<file path="src/shared/urt_wdog_map.vh">
// Constants for the one-time watchdog: key port, key bytes, counts.
// Assumes inclusion by bare name from the design files.
`ifndef URT_WDOG_MAP_VH
`define URT_WDOG_MAP_VH
`define URT_KEY_PORT_ADDR   8'ha6
`define URT_KEY_FIRST       8'h1e
`define URT_KEY_SECOND      8'he1
`define URT_CNT_WIDTH       14
`define URT_CNT_OVERFLOW    14'h3fff
`define URT_CNT_RESET       14'h0000
`define URT_MC_PERIODS_X2   4'h6
`define URT_MC_PERIODS_X1   4'hc
`define URT_RST_PERIODS_X2  8'h62
`define URT_RST_PERIODS_X1  8'hc4
`endif

</file>
<file path="src/core/urt_cycle_strobe.v">
// Machine-cycle strobe divider for the watchdog.
// Assumes clk is the oscillator clock and osc_run gates it logically.
`timescale 1ns/1ps
`default_nettype none
`include "urt_wdog_map.vh"
module urt_cycle_strobe (
  // Clock and reset
  input  wire       clk,
  input  wire       rst_n,
  // Control
  input  wire       osc_run,
  input  wire       six_clk_mode,
  // Strobe
  output reg        mc_tick_ff
);
  reg  [3:0] div_ff;
  wire [3:0] last_cnt = six_clk_mode ? (`URT_MC_PERIODS_X2 - 4'h1)
                                     : (`URT_MC_PERIODS_X1 - 4'h1);
  always @(posedge clk or negedge rst_n) begin
    if (!rst_n) begin
      div_ff     <= 4'h0;
      mc_tick_ff <= 1'b0;
    end else if (!osc_run) begin
      mc_tick_ff <= 1'b0;
    end else if (div_ff >= last_cnt) begin
      div_ff     <= 4'h0;
      mc_tick_ff <= 1'b1;
    end else begin
      div_ff     <= div_ff + 4'h1;
      mc_tick_ff <= 1'b0;
    end
  end
endmodule // urt_cycle_strobe
`default_nettype wire

</file>
<file path="src/core/urt_watchdog.v">
// One-time enabled upset recovery timer with reset-out pulse.
// Assumes SFR writes arrive as one-cycle strobes on the clk domain.
`timescale 1ns/1ps
`default_nettype none
`include "urt_wdog_map.vh"
module urt_watchdog (
  // Clock and reset
  input  wire       clk,
  input  wire       rst_n,
  // Special-function register write port
  input  wire       sfr_wr,
  input  wire [7:0] sfr_addr,
  input  wire [7:0] sfr_wdata,
  // Mode and oscillator state
  input  wire       osc_run,
  input  wire       six_clk_mode,
  // Reset pin, drive side
  output reg        rst_pin_out_ff,
  output reg        rst_pin_oe_ff,
  // Internal device reset request and watchdog enable flag
  output reg        dev_reset_ff,
  output reg        wdog_enabled_ff
);
  // ----------------------------------------
  // State encoding
  // ----------------------------------------
  // The pulse phase is a state of its own, so that key writes can never
  // disturb an overflow that is already under way.
  localparam [1:0] ST_OFF   = 2'b00;
  localparam [1:0] ST_ON    = 2'b01;
  localparam [1:0] ST_PULSE = 2'b10;

  // ----------------------------------------
  // Machine-cycle strobe
  // ----------------------------------------
  wire mc_tick;

  urt_cycle_strobe u_strobe (
    .clk          (clk),
    .rst_n        (rst_n),
    .osc_run      (osc_run),
    .six_clk_mode (six_clk_mode),
    .mc_tick_ff   (mc_tick)
  );

  // ----------------------------------------
  // Registers and next values
  // ----------------------------------------
  reg  [1:0]                state_ff;
  reg  [1:0]                nxt_state;
  reg  [`URT_CNT_WIDTH-1:0] count_ff;
  reg  [`URT_CNT_WIDTH-1:0] nxt_count;
  reg                       armed_ff;
  reg                       nxt_armed;
  reg  [7:0]                pulse_ff;
  reg  [7:0]                nxt_pulse;
  reg                       nxt_pin_out;
  reg                       nxt_pin_oe;
  reg                       nxt_dev_reset;
  reg                       nxt_enabled;

  // ----------------------------------------
  // Key port decode
  // ----------------------------------------
  // The key port holds no readable state, so reads need no decode at all.
  wire       key_wr;
  wire       key_first;
  wire       key_pair;
  wire       at_top;
  wire [7:0] pulse_len;

  assign key_wr    = sfr_wr && (sfr_addr == `URT_KEY_PORT_ADDR);
  assign key_first = key_wr && (sfr_wdata == `URT_KEY_FIRST);
  assign key_pair  = key_wr && armed_ff && (sfr_wdata == `URT_KEY_SECOND);
  assign at_top    = (count_ff == `URT_CNT_OVERFLOW);
  assign pulse_len = six_clk_mode ? `URT_RST_PERIODS_X2 : `URT_RST_PERIODS_X1;

  // ----------------------------------------
  // Next-state logic
  // ----------------------------------------
  always @* begin
    nxt_state     = state_ff;
    nxt_count     = count_ff;
    nxt_armed     = armed_ff;
    nxt_pulse     = pulse_ff;
    nxt_pin_out   = rst_pin_out_ff;
    nxt_pin_oe    = rst_pin_oe_ff;
    nxt_dev_reset = dev_reset_ff;
    nxt_enabled   = wdog_enabled_ff;
    case (state_ff)
      ST_OFF: begin
        // The counter stays frozen here until a full key pair arrives.
        if (key_wr) begin
          nxt_armed = key_first;
        end
        if (key_pair) begin
          nxt_state   = ST_ON;
          nxt_enabled = 1'b1;
          nxt_count   = `URT_CNT_RESET;
        end
      end
      ST_ON: begin
        // No key value leads back to ST_OFF; only overflow or reset do.
        if (at_top) begin
          nxt_state     = ST_PULSE;
          nxt_enabled   = 1'b0;
          nxt_armed     = 1'b0;
          nxt_count     = `URT_CNT_RESET;
          nxt_pulse     = pulse_len - 8'h01;
          nxt_pin_out   = 1'b1;
          nxt_pin_oe    = 1'b1;
          nxt_dev_reset = 1'b1;
        end else begin
          if (key_wr) begin
            nxt_armed = key_first;
          end
          if (key_pair) begin
            nxt_count = `URT_CNT_RESET;
          end else if (mc_tick) begin
            nxt_count = count_ff + 14'h0001;
          end
        end
      end
      ST_PULSE: begin
        // The mode is latched into the length at overflow; a later mode
        // change does not stretch or cut a pulse in flight.
        if (pulse_ff == 8'h00) begin
          nxt_state     = ST_OFF;
          nxt_pin_out   = 1'b0;
          nxt_pin_oe    = 1'b0;
          nxt_dev_reset = 1'b0;
        end else begin
          nxt_pulse = pulse_ff - 8'h01;
        end
      end
      default: begin
        nxt_state     = ST_OFF;
        nxt_enabled   = 1'b0;
        nxt_armed     = 1'b0;
        nxt_count     = `URT_CNT_RESET;
        nxt_pulse     = 8'h00;
        nxt_pin_out   = 1'b0;
        nxt_pin_oe    = 1'b0;
        nxt_dev_reset = 1'b0;
      end
    endcase
  end

  // ----------------------------------------
  // State and key registers
  // ----------------------------------------
  always @(posedge clk or negedge rst_n) begin
    if (!rst_n) begin
      state_ff        <= ST_OFF;
      armed_ff        <= 1'b0;
      wdog_enabled_ff <= 1'b0;
    end else begin
      state_ff        <= nxt_state;
      armed_ff        <= nxt_armed;
      wdog_enabled_ff <= nxt_enabled;
    end
  end

  // ----------------------------------------
  // Counter register
  // ----------------------------------------
  always @(posedge clk or negedge rst_n) begin
    if (!rst_n) begin
      count_ff <= `URT_CNT_RESET;
    end else begin
      count_ff <= nxt_count;
    end
  end

  // ----------------------------------------
  // Reset-out pulse registers
  // ----------------------------------------
  always @(posedge clk or negedge rst_n) begin
    if (!rst_n) begin
      pulse_ff       <= 8'h00;
      rst_pin_out_ff <= 1'b0;
      rst_pin_oe_ff  <= 1'b0;
      dev_reset_ff   <= 1'b0;
    end else begin
      pulse_ff       <= nxt_pulse;
      rst_pin_out_ff <= nxt_pin_out;
      rst_pin_oe_ff  <= nxt_pin_oe;
      dev_reset_ff   <= nxt_dev_reset;
    end
  end
endmodule // urt_watchdog
`default_nettype wire

</file>
<file path="config.mk">
export PLATFORM = sky130hd
export DESIGN_NAME = urt_watchdog
export DESIGN_NICKNAME = d
export VERILOG_FILES = /design/src/core/urt_cycle_strobe.v /design/src/core/urt_watchdog.v
export VERILOG_INCLUDE_DIRS = /design/src /design/src/shared
export SDC_FILE = /design/constraint.sdc
export NUM_CORES = 1
export LEC_CHECK = 0
export BUFFER_PORTS_ARGS = -buffer_cell sky130_fd_sc_hd__buf_2
export CORE_MARGIN = 1
export CORE_UTILIZATION = 55
export DETAILED_ROUTE_END_ITERATION = 8
export HOLD_SLACK_MARGIN = 0.1
export PLACE_DENSITY_LB_ADDON = 0.1
export SYNTH_ARGS = -nofsm -noshare
export SYNTH_HDL_FRONTEND = slang
export SYNTH_HIERARCHICAL = 1
export SYNTH_SLANG_ARGS = --single-unit
</file>
<file path="constraint.sdc">
create_clock -name clk -period 2.8 [get_ports clk]
set_clock_uncertainty 0.2 [all_clocks]
set_input_delay 0.42 -clock clk [delete_from_list [all_inputs] [get_ports clk]]
set_output_delay 0.42 -clock clk [all_outputs]
set_load 0.01 [all_outputs]
</file>
After elaboration in Yosys (flattened, before gate mapping)
Index checks and enable logic that the tools add are counted.
W data, S select, Z words.
{"block": "word_totals", "regBits": 32, "input_bits": 21, "output_inout_bits": 4, "elab_cells": 63}
{"block": "op_classes", "n_addsub": 4, "magnitude_cmp": 1, "n_eq_ne": 11, "mux": 26, "n_bitwise": 2, "reduce_logical": 11}
{"op": "$mux W14", "count": 4}
{"op": "$pmux W14 S3", "count": 1}
{"op": "$mux W8", "count": 3}
{"op": "$pmux W8 S3", "count": 1}
{"op": "$eq A8 B8 Y1 const B", "count": 2}
{"op": "$sub A8 B1 Y8 const B", "count": 2}
{"op": "$reduce_and A3 Y1", "count": 5}
{"op": "$add A14 B1 Y14 const B", "count": 1}
{"op": "$eq A14 B14 Y1 const B", "count": 1}
{"op": "$pmux W1 S3", "count": 3}
{"op": "$eq A8 B5 Y1 const B", "count": 1}
{"op": "$logic_not A8 Y1", "count": 1}
{"op": "$mux W1", "count": 8}
{"op": "$mux W4", "count": 2}
{"op": "$ne A2 B2 Y1 const B", "count": 4}
{"op": "$mux W2", "count": 3}
{"op": "$pmux W2 S3", "count": 1}
{"op": "$add A4 B1 Y4 const B", "count": 1}
{"op": "$ge A4 B4 Y1", "count": 1}
{"op": "$logic_and A1 B1 Y1", "count": 4}
{"op": "$ne A4 B3 Y1 const B", "count": 1}
{"op": "$eq A2 B1 Y1 const B", "count": 1}
{"op": "$eq A2 B2 Y1 const B", "count": 1}
{"op": "$logic_not A2 Y1", "count": 1}
{"op": "$not A1 Y1", "count": 2}

Logic depth before layout (Yosys ltp)
Gate-level depths: netlist (run 1).
{"block": "logic_depth", "ltp_word": 7, "ltp_mapped": 11, "mapped_depth_nobuf": 9}

By module
Netlist (run 1), hierarchy kept.
{"module": "urt_watchdog", "n_inst": 1, "cells_each": 209, "area_per_inst_um2": 1846.8, "seq_area_each_um2": 675.6}
{"module": "urt_cycle_strobe", "n_inst": 1, "cells_each": 28, "area_per_inst_um2": 304.0, "seq_area_each_um2": 125.1}

Least setup slack after synthesis (run 1)
OpenSTA, ideal clock, no wires.
{"block": "synth_path", "path_type": "register -> register", "startpoint": "register state_ff[0]", "endpoint": "register pulse_ff[4]", "setup_ns": 0.066, "arrival_ns": 1.985, "required_time_ns": 2.534, "setup_slack_ns": 0.549, "stages_incl_launch_ff": 11, "n_path_buf": 3, "period_less_slack_ns": 2.251, "cell_sequence": "dfrtp_1 -> inv_1 -> ha_1 -> buf_6 -> clkbuf_1 -> a21oi_1 -> ha_1 -> buf_4 -> a311o_2 -> o41ai_2 -> a22o_1"}
{"block": "synth_via", "elab_chain_cells": 3, "elab_cells_between_ends": 8, "classes_between": "eq/ne: 4; mux: 1; bitwise: 1; reduce/logical: 2"}
{"element": "start: declaration", "line": "urt_watchdog.v:49", "rtl": "reg [1:0] state_ff;"}
{"element": "start signal: assignment", "line": "urt_watchdog.v:158", "rtl": "state_ff <= nxt_state;"}
{"element": "$eq A2 B2 Y1, or another cell as far along", "line": "urt_watchdog.v:90", "rtl": "case (state_ff)"}
{"element": "$ne A2 B2 Y1 (no line) / $not A1 Y1 (equally long branches)"}
{"element": "$reduce_and A3 Y1 (no line)"}
{"element": "end signal: assignment", "line": "urt_watchdog.v:185", "rtl": "pulse_ff <= nxt_pulse;"}
{"element": "end: declaration", "line": "urt_watchdog.v:55", "rtl": "reg [7:0] pulse_ff;"}
Several ways; a longest one is shown, not always the timed one.
A chain may end at the register's enable or synchronous reset.

Worst setup path after layout (run 1)
{"block": "layout_path", "startpoint": "register count_ff[0]", "endpoint": "register pulse_ff[7]"}
{"block": "layout_via", "elab_chain_cells": 3}
{"element": "start: declaration", "line": "urt_watchdog.v:51", "rtl": "reg [`URT_CNT_WIDTH-1:0] count_ff;"}
{"element": "start signal: assignment", "line": "urt_watchdog.v:169", "rtl": "count_ff <= `URT_CNT_RESET;"}
{"element": "start signal: assignment", "line": "urt_watchdog.v:171", "rtl": "count_ff <= nxt_count;"}
{"element": "$eq A14 B14 Y1 (no line)"}
{"element": "$ne A2 B2 Y1 (no line)"}
{"element": "$reduce_and A3 Y1 (no line)"}
Every way passes these cells.

==> impl_metrics.tcl, run 1 <==
set metrics [dict create \
    ys_ff_latch 32 \
    internal_power_mw 0.837 \
    ioPinCount 25 \
    post_drt_wl_per_cell_um 14.7 \
    avgSynthCellArea_um2 9.08 \
    antennaDiodeCount 0 \
    critPathKind "register to register" \
    yosysWarningCount 6 \
    power.leakage_nw 1.04 \
    cts_resized 0 \
    p_clk_frac 0.386 \
    vdd_drop_max_v 0.000330 \
    clk-insertion-delay-late_ns 0.29 \
    hold_path.class "input port to register" \
    setup.worst_path.start "count_ff[0]$_DFFE_PN0P_" \
    power.density_mw_per_mm2 478 \
    syn_to_final_growth_pct 12.4 \
    hold_viol 0 \
    grt_max_degree 33 \
    antenna_found_initial 0 \
    cp_cell_sequence "ha_1 > nand4_4 > o41ai_4 > nand2b_2 > o32ai_1 > a22o_1" \
    cts_num_sinks 32 \
    gp_congestion 0.829 \
    yosysSeqAreaShare 0.372 \
    cts_tree "built" \
    grt_pass1_vias 1764 \
    grt.overflow.total 0 \
    yosysUniqueCellTypes 61 \
    viasPerCell 5.81 \
    hold_start "osc_run" \
    root_buffer "clkbuf_8" \
    power.total_mw 1.16 \
    path_max_fanout 11 \
    totalWireLength_um 4600 \
    worst_pin_slew_ns 0.720 \
    reg2reg_from "count_ff[0]$_DFFE_PN0P_" \
    endpoint "pulse_ff[7]$_DFFE_PN0P_" \
    rr_worst_depth 6 \
    core-area_mm2 0.00372 \
    dp.final_hpwl_um 3300 \
    maxSlewHeadroom 0.520 \
    syn_area_mm2 0.00215 \
    rsz0062_at_grt "no" \
    cts_buffer_depth 2 \
    synth_edf_count 0 \
    grt_usage 0.249 \
    fin_nets 294 \
    grt_pass1_wl_um 8040 \
    setup_viol 0 \
    fp.dieH_um 64.5 \
    cts.clk_slew.worst_paths_ns 0.07 \
    vias 1817 \
    start_util 0.579 \
    cpPeakStageDelay_ns 0.64 \
    final_layout_size_suffix_gt1_frac 0.208 \
    drv_slew 0 \
    arrival_ns 2.51 \
    drc 0 \
    worst_setup_path_end_kind "register" \
    postSynth.asyncResetShare 1.00 \
    pwr-share-comb 0.148 \
    drtPass1Iterations 4 \
    cts_made_buffers 5 \
    outcome "finished, final reports clean" \
    seqPwrFrac 0.466 \
    drtIter0Drc 112 \
    die_area_mm2 0.00416 \
    required_ns 2.83 \
    maxCapViolCount 0 \
    synthCells 237 \
    tns_ns 0 \
    switchingPower_mw 0.318 \
    reg2reg_to "pulse_ff[7]$_DFFE_PN0P_" \
    h-tree-depth 2 \
    fin_crit_ns 2.48 \
    cp-start-kind "register" \
    r2r_setup_slack_ns 0.32 \
    final_util 0.651 \
    nFillCells 327 \
    cpMaxStageDelayCell "o41ai_4" \
    p_sw_frac 0.275 \
    syn_nets 267 \
    die_w_um 64.5 \
    floorplan.rows 22 \
    clock.fmax_mhz 403 \
    portBuffers 24 \
    finalCritPeriodShare 0.886 \
    ys.flop_type "dfrtp_1" \
    ant_nets 0 \
]
==> layout make-up <==
class                           count  area (um^2)  share of cell area
Sequential cell                    32          801               0.331
Clock inverter                      3         42.5              0.0176
Multi-Input combinational cell    175         1210               0.499
Timing Repair Buffer               29          160              0.0662
Inverter                           21         78.8              0.0326
Clock buffer                        5         68.8              0.0285
Tap cell                           48         60.1              0.0248
==> synth_stat cells, types with 3 or more instances <==
| library cell | count | share of area |
|---|---|---|
| dfrtp_1 | 32 | 0.37 |
| inv_1 | 21 | 0.037 |
| nand3_1 | 18 | 0.042 |
| nand2_1 | 17 | 0.030 |
| a21oi_1 | 16 | 0.037 |
| nor2_1 | 15 | 0.026 |
| o21ai_0 | 14 | 0.033 |
| ha_1 | 9 | 0.052 |
| nor3_1 | 7 | 0.016 |
| a31oi_1 | 4 | 0.012 |
| nand3b_1 | 4 | 0.014 |
| o31ai_1 | 4 | 0.014 |
| and3_1 | 3 | 0.0087 |
| buf_2 | 3 | 0.0070 |
| buf_4 | 3 | 0.010 |
| nand2b_1 | 3 | 0.0087 |
| nand4_1 | 3 | 0.0087 |
| o22ai_1 | 3 | 0.0087 |
| or3_1 | 3 | 0.0087 |
==> critical path: cells and delay by family, from the launching register on <==
kind                     cells  cell delay (ns)
flip-flops                   1             0.41
adder cells (fa/ha/maj)      1             0.30
AO/OA/AOI/OAI                3             1.06
AND/OR/NAND/NOR              2             0.44
==> sequential cells by signal, summed over array words and instances (netlist names) <==
| signal | count |
|---|---|
| count_ff | 14 |
| pulse_ff | 8 |
| u_strobe/div_ff | 4 |
| state_ff | 2 |
| armed_ff | 1 |
| dev_reset_ff | 1 |
| u_strobe/mc_tick_ff | 1 |
| wdog_enabled_ff | 1 |
==> layer usage <==
layer	part of all wire	global-route usage	vias to the layer above
li1	-	-	935
met1	0.49	0.327	854
met2	0.48	0.407	22
met3	0.024	0.0581	6
met4	0.012	0.0750	0
met5	0	0	-
==> stage by stage <==
step,cells,worst slack (ns),area [um^2],hold WS [ns]
final,313,0.320,2420,0.220
after global routing,313,0.105,2420,0.224
after CTS,313,0.325,2420,0.218
after detailed placement,304,0.368,2300,0.316
after global placement,304,0.434,2300,0.293
after floorplan,237,0.549,2150,-0.0756
==> cell families after synthesis <==
family,after synthesis,synth area share
AO/OA/AOI/OAI,70,0.234
XOR/XNOR,2,0.00815
adder cells (fa/ha/maj),9,0.0524
buffers and inverters,30,0.0663
flip-flops,32,0.372
multiplexers,2,0.00989
AND/OR/NAND/NOR,92,0.257
==> layout by cell type, fill, tap and decap left out, drive strengths merged, types with 4 or more instances in the layout <==
cell type,n
dfrtp,32
buf,28
inv,21
nand3,19
nand2,17
a21oi,17
o21ai,16
nor2,15
ha,9
nor3,8
clkbuf,5
nand3b,5
nand4,5
o31ai,4
a31oi,4
nand2b,4
==> repair_timing <==
action	in CTS	in global routing
endpoints found under the hold margin	32	0
hold buffers	1	0
buffers inserted	0	0
==> worst min path at each step <==
stage                                     endpoint  depth (start not counted)
global placement       wdog_enabled_ff$_DFFE_PN0P_                          1
detailed placement         count_ff[4]$_DFFE_PN0P_                          1
finish              u_strobe/div_ff[1]$_DFFE_PN0P_                          2
CTS                 u_strobe/div_ff[1]$_DFFE_PN0P_                          2
global route        u_strobe/div_ff[3]$_DFFE_PN0P_                          2
floorplan                     armed_ff$_DFFE_PN0N_                          0
==> power groups by stage <==
stage	logic, mW	registers [mW]	clock network, mW
after floorplan	0.126	0.537	0
after global placement	0.168	0.545	0
after detailed placement	0.171	0.547	0
after CTS	0.173	0.538	0.455
after global routing	0.198	0.544	0.476
final	0.171	0.538	0.446
(Power assumes the default switching activity.)
==> run 2: changes to the inputs <==
RECOVER_POWER = 100   (was default)
==> run 2 against run 1 <==
Against the previous run:
- worst setup slack got worse by 0.013 ns
- clock power barely moved
- largest power group unchanged
- critical endpoint is now pulse_ff[4]$_DFFE_PN0P_
- critical path depth did not move
- flip-flop and latch count did not move
- first-iteration DRC count fell by 6.3%
==> impl_metrics.tcl, run 2 (synthesis results as in run 1) <==
set metrics [dict create \
    outcome "finished, final reports clean" \
    vdd_drop_max_v 0.000330 \
    maxSlewHeadroom 0.468 \
    drc 0 \
    instances_no_fill 313 \
    ant_nets 0 \
    drtIter0Drc 105 \
    drv_slew 0 \
    syn_to_final_growth_pct 11.5 \
    fin_crit_ns 2.49 \
    cpPeakStageDelay_ns 0.64 \
    power.density_mw_per_mm2 479 \
    placed_cells 304 \
    antenna_found_initial 0 \
    hold_path.class "input port to register" \
    clk-insertion-delay-late_ns 0.29 \
    top_register "count_ff" \
    final_common_cell "dfrtp_1" \
    top_regs "count_ff: 14 flops, pulse_ff: 8 flops, u_strobe/div_ff: 4 flops" \
    cts.clk_slew.worst_paths_ns 0.07 \
    fp.dieH_um 64.5 \
    cp-start-kind "register" \
    largest_register_ffs 14 \
    core-area_mm2 0.00372 \
    nFillCells 334 \
    fin_nets 294 \
    grt_max_degree 33 \
    setup_slack_ns 0.307 \
    critPathKind "register to register" \
    dpl-instance-area_mm2 0.00230 \
    path_max_fanout 8 \
    cts_made_buffers 5 \
    worst_setup_path_end_kind "register" \
    cpMaxStageDelayCell "o41ai_4" \
    portBuffers 24 \
    vias 1844 \
    power.leakage_nw 1.01 \
    cts_buffer_depth 2 \
    grt_pass1_vias 1764 \
    arrival_ns 2.52 \
    worst_pin_slew_ns 0.799 \
    start_util 0.579 \
    post_cts_buffers 0 \
    setup_viol 0 \
    h-tree-depth 2 \
    root_buffer "clkbuf_8" \
    rsz0062_at_grt "no" \
    hold_viol 0 \
    pre_cts_ws_ns 0.368 \
    grt_usage 0.249 \
    totalWireLength_um 4610 \
    final_util 0.645 \
    ioPinCount 25 \
    gp_congestion 0.829 \
    maxCapViolCount 0 \
    dp.final_hpwl_um 3300 \
    antennaDiodeCount 0 \
    grt_pass1_wl_um 8040 \
    die_w_um 64.5 \
    post_drt_wl_per_cell_um 14.7 \
    tns_ns 0 \
    grt.overflow.total 0 \
    cp_cell_sequence "ha_1 > nand4_4 > o41ai_4 > nand3b_4 > o41ai_1 > a22o_1" \
    finalCritPeriodShare 0.890 \
    final_area_mm2 0.00240 \
    clock.fmax_mhz 401 \
    floorplan.rows 22 \
    viasPerCell 5.89 \
    cts_num_sinks 32 \
    final_layout_size_suffix_gt1_frac 0.181 \
    cts_tree "built" \
    layout_common_cells "32 x dfrtp_1, 21 x inv_1, 19 x buf_2, 18 x nand3_1, 17 x nand2_1" \
    die_area_mm2 0.00416 \
    drtPass1Iterations 4 \
    required_ns 2.83 \
]
-- run 2: changes by cell type in the layout (fill, tap and decap cells not counted), sizes merged --
cell    previous run  this run
buf               28        22
clkbuf             5        11
-- run 2: where the power goes --
group / internal, mW / leakage (nW) / total, mW / switching (mW)
Sequential: 0.494 / 0.364 / 0.538 / 0.0436
Combinational: 0.0770 / 0.592 / 0.164 / 0.0874
Clock: 0.263 / 0.0541 / 0.448 / 0.184
-- run 2: through the flow --
step | hold WS, ns | power (mW)
2_1_floorplan | -0.0756 | 0.663
3_3_place_gp | 0.293 | 0.713
3_5_place_dp | 0.316 | 0.718
4_1_cts | 0.218 | 1.17
5_1_grt | 0.225 | 1.21
6_report | 0.222 | 1.15
-- run 2: final timing paths --
path                                         startpoint                        endpoint  slack [ns]  cells past startpoint
worst max-delay path            count_ff[0]$_DFFE_PN0P_         pulse_ff[4]$_DFFE_PN0P_        0.31                      6
min in group asynchronous                         rst_n         count_ff[4]$_DFFE_PN0P_        0.55                      2
max in group asynchronous                         rst_n  u_strobe/div_ff[1]$_DFFE_PN0P_        1.35                      2
worst min-delay path                            osc_run  u_strobe/div_ff[1]$_DFFE_PN0P_        0.22                      2
worst min register to register  pulse_ff[5]$_DFFE_PN0P_         pulse_ff[5]$_DFFE_PN0P_        0.33                      2
worst max register to register  count_ff[0]$_DFFE_PN0P_         pulse_ff[4]$_DFFE_PN0P_        0.31                      6
-- run 2: repair_timing --
action,4_1_cts,5_1_grt
hold buffers,1,0
resized for setup,0,0
hold endpoints to repair,32,0
-- run 2: area by class of cell --
type	instances	area, um^2	area share
multi-input cells	175	1190	0.498
clock buffers	5	68.8	0.0287
flip-flops and latches	32	801	0.334
inverters	21	78.8	0.0329
repair buffers	29	153	0.0636
well taps	48	60.1	0.0250
clock inverters	3	42.5	0.0177
-- run 2: per-layer routing --
metal / track usage / up-vias / share of wire
met5: 0 / - / 0
li1: - / 936 / -
met3: 0.0581 / 6 / 0.029
met1: 0.327 / 876 / 0.48
met2: 0.407 / 26 / 0.48
met4: 0.0750 / 0 / 0.012
-- run 2: worst max-delay path, delay by kind of cell, from the launching register on --
family                   cells  cell delay (ns)
AO/OA/AOI/OAI                3             1.14
adder cells (fa/ha/maj)      1             0.30
flip-flops                   1             0.41
AND/OR/NAND/NOR              2             0.37
